$ cat src/logic/interval_clock_pkg.sv
package interval_clock_pkg;
	// ======================================================================
	// Processor register numbers
	localparam logic [7:0] REG_CONTROL_STATUS = 8'h18;
	localparam logic [7:0] REG_NEXT_INTERVAL = 8'h19;
	localparam logic [7:0] REG_INTERVAL_COUNTER = 8'h1a;
	// ======================================================================
	// Control/status bit positions
	localparam int BIT_RUN = 0;
	localparam int BIT_TRANSFER = 4;
	localparam int BIT_SINGLE_STEP = 5;
	localparam int BIT_INT_ENABLE = 6;
	localparam int BIT_INT_FLAG = 7;
	localparam int BIT_MISSED = 31;
	// ======================================================================
	// Reset values and timing
	localparam logic [31:0] COUNTER_RESET = 32'h0000_0000;
	localparam logic [31:0] NEXT_RESET = 32'h0000_0000;
	localparam int CLOCK_HZ = 40000000;
	localparam int TICK_NS = 1000;
	localparam int CLOCK_PERIOD_NS = 25;
	localparam int TICK_CYCLES = TICK_NS / CLOCK_PERIOD_NS;
	localparam int SUBSET_PERIOD_MS = 10;
	localparam int SUBSET_TICKS = SUBSET_PERIOD_MS * 1000;
endpackage

$ cat src/logic/interval_clock_timer.sv
`timescale 1ns/1ps
`default_nettype none
// Function
// - Read-only counter counts microsecond ticks while running
// - Overflow reloads counter, interrupts if enabled
// - Next-interval write-only, kept after each reload
// - Next-interval writable at any time
// - Run clear freezes counter, ticks ignored
// - Bootstrap reset clears run bit
// - Transfer bit write-only, loads counter from next
// - Single-step while stopped adds exactly one
// - Overflow interrupt only while enable set
// - Enable with flag already set requests interrupt
// - Every overflow sets interrupt flag
// - Writing flag clear re-arms tick interrupt
// - Overflow with flag set sets sticky missed
// - Subset mode interrupts every 10 ms when running and enabled
// - One write sets enable, transfer, run together
// - Exactly three registers visible to software
// - Access only via privileged register operations
module interval_clock_timer
	import interval_clock_pkg::*;
#(
	parameter int WIDTH = 32,
	parameter bit SUBSET = 1'b0,
	parameter int PRESCALE = TICK_CYCLES,
	parameter int SUBSET_COUNT = SUBSET_TICKS
) (
	input wire logic sys_clk,
	input wire logic rst_b,
	input wire logic privileged_register_write,
	input wire logic privileged_register_read,
	input wire logic [7:0] reg_number,
	input wire logic [31:0] write_data,
	output logic [31:0] read_data,
	output logic read_valid,
	output logic interrupt_request
);

	// ======================================================================
	// Prescaler
	logic [15:0] prescale_count;
	logic [15:0] next_prescale_count;
	logic tick;
	logic next_tick;

	always_comb begin
		next_prescale_count = prescale_count + 16'h0001;
		next_tick = 1'b0;
		if (prescale_count == 16'(PRESCALE - 1)) begin
			next_prescale_count = 16'h0000;
			next_tick = 1'b1;
		end
	end

	always_ff @(posedge sys_clk) begin
		if (!rst_b) begin
			prescale_count <= 16'h0000;
			tick <= 1'b0;
		end else begin
			prescale_count <= next_prescale_count;
			tick <= next_tick;
		end
	end

	// ======================================================================
	// Register access decode
	logic wr_status;
	logic wr_next;
	logic rd_any;
	assign wr_status = privileged_register_write && (reg_number == REG_CONTROL_STATUS);
	assign wr_next = privileged_register_write && (reg_number == REG_NEXT_INTERVAL);
	assign rd_any = privileged_register_read;

	// ======================================================================
	// Counter and control state
	logic [WIDTH-1:0] interval_counter;
	logic [WIDTH-1:0] next_interval_value;
	logic run;
	logic int_enable;
	logic int_flag;
	logic missed;
	logic [15:0] subset_count;
	logic [WIDTH-1:0] next_interval_counter;
	logic [WIDTH-1:0] next_next_interval_value;
	logic next_run;
	logic next_int_enable;
	logic next_int_flag;
	logic next_missed;
	logic [15:0] next_subset_count;
	logic overflow;
	logic step;
	logic [WIDTH:0] sum;

	always_comb begin
		next_interval_counter = interval_counter;
		next_next_interval_value = next_interval_value;
		next_run = run;
		next_int_enable = int_enable;
		next_int_flag = int_flag;
		next_missed = missed;
		next_subset_count = subset_count;
		overflow = 1'b0;
		step = 1'b0;
		sum = {1'b0, interval_counter} + {{WIDTH{1'b0}}, 1'b1};
		if (wr_next) begin
			next_next_interval_value = write_data[WIDTH-1:0];
		end
		if (SUBSET) begin
			if (run && tick) begin
				if (subset_count == 16'(SUBSET_COUNT - 1)) begin
					next_subset_count = 16'h0000;
					overflow = 1'b1;
				end else begin
					next_subset_count = subset_count + 16'h0001;
				end
			end
		end else begin
			step = (run && tick)
				|| (!run && wr_status && write_data[BIT_SINGLE_STEP]);
			if (step) begin
				if (sum[WIDTH]) begin
					overflow = 1'b1;
					next_interval_counter = next_interval_value;
				end else begin
					next_interval_counter = sum[WIDTH-1:0];
				end
			end
		end
		if (wr_status) begin
			next_run = write_data[BIT_RUN];
			next_int_enable = write_data[BIT_INT_ENABLE];
			if (write_data[BIT_INT_FLAG]) begin
				next_int_flag = 1'b0;
			end
			if (write_data[BIT_MISSED]) begin
				next_missed = 1'b0;
			end
			if (write_data[BIT_TRANSFER] && !SUBSET) begin
				next_interval_counter = next_interval_value;
			end
		end
		if (overflow) begin
			next_int_flag = 1'b1;
			if (int_flag) begin
				next_missed = 1'b1;
			end
		end
	end

	always_ff @(posedge sys_clk) begin
		if (!rst_b) begin
			interval_counter <= COUNTER_RESET;
			next_interval_value <= NEXT_RESET;
			run <= 1'b0;
			int_enable <= 1'b0;
			int_flag <= 1'b0;
			missed <= 1'b0;
			subset_count <= 16'h0000;
		end else begin
			interval_counter <= next_interval_counter;
			next_interval_value <= next_next_interval_value;
			run <= next_run;
			int_enable <= next_int_enable;
			int_flag <= next_int_flag;
			missed <= next_missed;
			subset_count <= next_subset_count;
		end
	end

	// ======================================================================
	// Interrupt request and read port
	logic [31:0] status_word;
	logic [31:0] next_read_data;
	logic next_read_valid;
	logic next_interrupt_request;

	always_comb begin
		status_word = 32'h0000_0000;
		status_word[BIT_RUN] = run;
		status_word[BIT_INT_ENABLE] = int_enable;
		status_word[BIT_INT_FLAG] = int_flag;
		status_word[BIT_MISSED] = missed;
		next_read_valid = rd_any;
		next_read_data = 32'h0000_0000;
		if (rd_any) begin
			unique case (reg_number)
				REG_CONTROL_STATUS: next_read_data = status_word;
				REG_INTERVAL_COUNTER: next_read_data = SUBSET ? 32'h0000_0000 : 32'(interval_counter);
				default: next_read_data = 32'h0000_0000;
			endcase
		end
		next_interrupt_request = next_int_enable && next_int_flag;
	end

	always_ff @(posedge sys_clk) begin
		if (!rst_b) begin
			read_data <= 32'h0000_0000;
			read_valid <= 1'b0;
			interrupt_request <= 1'b0;
		end else begin
			read_data <= next_read_data;
			read_valid <= next_read_valid;
			interrupt_request <= next_interrupt_request;
		end
	end

endmodule
`default_nettype wire

$ cat config.mk
export PLATFORM = sky130hd
export DESIGN_NAME = interval_clock_timer
export DESIGN_NICKNAME = d
export VERILOG_FILES = /design/src/logic/interval_clock_pkg.sv /design/src/logic/interval_clock_timer.sv
export SDC_FILE = /design/constraint.sdc
export NUM_CORES = 1
export LEC_CHECK = 0
export BUFFER_PORTS_ARGS = -buffer_cell sky130_fd_sc_hd__buf_4
export CAP_MARGIN = 10
export CORE_ASPECT_RATIO = 2
export CORE_MARGIN = 1
export CORE_UTILIZATION = 55
export DETAILED_ROUTE_END_ITERATION = 10
export PLACE_DENSITY = 0.82
export SYNTH_ARGS = -nofsm -noshare
export SYNTH_HDL_FRONTEND = slang
export SYNTH_SLANG_ARGS = --single-unit
export TNS_END_PERCENT = 20
$ cat constraint.sdc
create_clock -name sys_clk -period 3.2 [get_ports sys_clk]
set_input_delay 0.32 -clock sys_clk [delete_from_list [all_inputs] [get_ports sys_clk]]
set_output_delay 0.32 -clock sys_clk [all_outputs]
set_load 0.05 [all_outputs]
==> out/qor.csv <==
stage;metric;value;unit
detailed_routing;detailedRoute.firstPassIterationCount;6;
placed_design;postPlaceCellArea;0.00543;mm^2
grt;grt_first_pass_wirelength;19600;um
finish;postLayoutCoreUtil;70.8;%
placed_design;post_detail_place_hpwl;8170;um
synthesis;yosys_warnings;0;
synthesis;synth_sequential_area_ratio;49.4;%
pwr;p_sw;754;uW
floorplanning;die_width;68.2;um
floorplanning;die_area;0.00916;mm^2
clocking;h_tree_levels;4;
pwr;vdd_drop_max;0.458;mV
finish;sequential_cell_area;0.00238;mm^2
sta;timing.fmax;430;MHz
clocking;cts.repair.resized;0;
critical_path;worst_setup_path_start_kind;flip-flop;
detailed_routing;number_of_vias_after_detailed_routing;4249;
critical_path;cp_max_fo;40;
critical_path;regToRegSetupSlack;0.87;ns
critical_path;critPathCaptureType;flip-flop;
grt;grt_use_total;28.9;%
sta;grt_setup_unrepaired;no;
clocking;cts_setup_buffers;0;
sta;max_slew_margin;43.1;%
finish;post_route_cells_drive_above_1_share;18.6;%
critical_path;r2r.worst_path.cells;7;
critical_path;worstPathCellList;and3_1, nand4_2, nor4_4, a21oi_2, buf_4, o21ai_0, a21oi_1;
sta;finalWorstPathRequiredPeriod;2.33;ns
detailed_routing;drt-total-wl;11900;um
synthesis;ys_ff_latch;119;
floorplanning;io_pins;78;
sta;setup_total_negative_slack;0;ns
synthesis;synth_area_per_cell;8.72;um^2
detailed_routing;drt_first_iter_violations;272;
finish;final_area;0.00608;mm^2
critical_path;timing_worst_setup_path_type;flip-flop to flip-flop;
critical_path;cp.required;3.48;ns
finish;final.fill_count;679;
sta;final-max-slew-violation-count;0;
sta;setup_viol;0;
synthesis;synth_cells;553;
clocking;post_cts_hold_buffer_count;0;
finish;synth_to_final_area_change;26.2;%
placed_design;globalplace.congestion;0.914;
pwr;power.combinational.fraction;2.5;%
pwr;internal_power;2.92;mW
critical_path;first_element_of_the_critical_path;interval_counter[10];
pwr;netSwitchingFraction;20.5;%
clocking;cts_tree;built;
clocking;reg_clk_slew_reported_paths;0.06;ns
grt;grt-ovfl-total;0;
sta;fin_worst_skew;0.00733;ns
pwr;power_frac_seq;40.7;%
synthesis;synth_edf_count;0;
sta;finalHoldViolations;0;
clocking;number_of_buffers_added_by_the_clock_tree_synthesis_step;17;
clocking;cts-root-buf;clkbuf_16;
pwr;p_leak;2.35;nW
critical_path;cp-endpoint;interval_counter[22];
synthesis;synth.net_count;599;
critical_path;reg2reg_from;interval_counter[10];
grt;grt_start_max_net_pins;41;
min_path;min_path_type;input port to flip-flop;
finish;final_nets;668;
clocking;cts_num_sinks;119;
pwr;power.density_cell_area;605;mW/mm^2
clocking;clk_latency_worst_skew_pair;0.42;ns
sta;final.period_utilization;72.7;%
status;outcome;complete, no violations;
floorplanning;core.rowCount;48;
critical_path;highest_delay_cell_along_the_critical_path;nor4_4;
floorplanning;start_util;56.1;%
critical_path;cp_slowest_stage_delay;0.49;ns
detailed_routing;detail_route_antenna_nets;0;
critical_path;arrival;2.60;ns
run;drv.max_cap_violation_count;0;
synthesis;synthesis.area;0.00482;mm^2
detailed_routing;viasPerCell;5.78;
synthesis;postSynth.topFlopCell;dfxtp_1;
clocking;clock_path_buffers;2;
critical_path;critical_path.reg2reg.endpoint;interval_counter[22];
floorplanning;core_region_area;0.00859;mm^2
detailed_routing;avg_wl_per_cell;16.2;um
placed_design;place.port_buffers;77;
sta;tightest_slew;0.854;ns
grt;via_count_of_the_first_global_routing_pass;4288;
finish;antenna_cells_inserted;0;
detailed_routing;post-route-drc-count;0;
synthesis;async_flop_share;0;%
grt;antenna_found_initial;0;
floorplanning;die_height;134;um
finish;multi_input_comb_area;0.00229;mm^2
synthesis;yosys.cell_types.count;44;
pwr;clockPowerShare;56.9;%
==> area by class of cell <==
class	instances	area share, %
inverters	4	0.247
clock inverters	14	3.68
well taps	100	2.06
repair buffers	82	10.1
multi-input cells	398	37.7
clock buffers	18	7.06
flip-flops and latches	119	39.2
==> worst min path at each step <==
stage | from | end | cells past startpoint
2_1_floorplan | prescale_count[0] | prescale_count[0] | 1
3_3_place_gp | prescale_count[0] | prescale_count[0] | 1
5_1_grt | write_data[13] | next_interval_value[13] | 3
3_5_place_dp | next_interval_value[13] | next_interval_value[13] | 2
4_1_cts | write_data[13] | next_interval_value[13] | 3
6_report | write_data[13] | next_interval_value[13] | 3
==> Yosys cell counts (2+ instances only) <==
library cell  count  share of area [%]
dfxtp_1         119                 49
nand2_1          90                7.0
a21oi_1          57                5.9
and2_1           33                4.3
nor2_1           33                2.6
o21ai_0          25                2.6
clkbuf_1         24                1.9
xor2_1           20                3.6
xnor2_1          19                3.5
nand3_1          18                1.9
nand4_1          16                2.1
and3_1           15                1.9
nor3_1           11                1.1
nor4_1           10                1.3
buf_2             7               0.73
mux2i_1           7                1.5
a31oi_1           5               0.65
o2bb2ai_1         5               0.91
and4_1            4               0.73
inv_1             4               0.31
a22oi_1           2               0.31
ha_1              2               0.52
nor3b_1           2               0.31
nor4b_1           2               0.36
o211ai_1          2               0.31
o21a_1            2               0.31
or3_1             2               0.26
==> power groups by stage <==
stage,registers [mW],clock network [mW],logic [mW]
floorplan,1.53,0,0.0337
global placement,1.53,0,0.0872
detailed placement,1.53,0,0.0891
CTS,1.49,2.10,0.0901
global route,1.49,2.18,0.0982
finish,1.49,2.09,0.0906
==> cells by family (layout without fill, tap and decap cells) <==
group,after synthesis,count (layout),synth area share [%]
adders and majority gates,2,2,0.519
buffers and inverters,36,118,3.14
and+or+nand+nor,242,242,25.4
xor gates and xnor gates,39,39,7.09
muxes,8,8,1.69
DFF,119,119,49.4
AOI/OAI and AO/OA,107,107,12.7
==> per-stage QoR <==
step | power, mW | hold WS (ns) | setup slack [ns] | std cells
finish | 3.68 | 0.152 | 0.874 | 735
global route | 3.77 | 0.148 | 0.741 | 735
CTS | 3.68 | 0.144 | 0.898 | 735
detailed placement | 1.62 | 0.444 | 0.915 | 703
global placement | 1.61 | 0.427 | 0.974 | 703
floorplan | 1.56 | 0.418 | 1.28 | 553
==> layer usage <==
| metal | routed length, um | track usage (%) | up-vias | part of all wire [%] |
|---|---|---|---|---|
| li1 | - | - | 2060 | - |
| met1 | 4320 | 29.9 | 1963 | 36 |
| met2 | 6480 | 48.7 | 185 | 55 |
| met3 | 605 | 9.18 | 41 | 5.1 |
| met4 | 469 | 16.7 | 0 | 4.0 |
| met5 | 0 | 0 | - | 0 |
==> registers in the layout, indices dropped and copies added, names as in the netlist <==
signal and count:
next_interval_value 32, tick 1, interrupt_request 1, int_enable 1, prescale_count 16, interval_counter 32, run 1, int_flag 1
missed 1, read_data 32, read_valid 1
==> critical path, delay by kind of cell (launching register included) <==
| family | cells | cell delay [ns] |
|---|---|---|
| compound gates | 3 | 0.45 |
| buf+inv | 1 | 0.27 |
| flops | 1 | 0.39 |
| simple gates | 3 | 1.07 |
==> cell usage in the layout (no fill, tap or decap), types with 2 or more instances in the layout <==
cell        instances
a21oi_1            56
and3_1             15
a31oi_1             5
nor3b_1             2
nand2_1            90
xor2_1             20
a22oi_1             2
nand3_1            18
ha_1                2
and4_1              4
nor4b_1             2
o2bb2ai_1           5
inv_6               2
o211ai_1            2
bufinv_16           5
inv_1               4
mux2i_1             7
nand4_1            16
o21a_1              2
clkinv_4            3
clkbuf_16          17
buf_4              82
nor4_1             10
nor2_1             33
clkinvlp_4          4
xnor2_1            19
nor3_1             11
o21ai_0            25
dfxtp_1           119
and2_1             33
or3_1               2
Power figures use the tool's default switching activity.
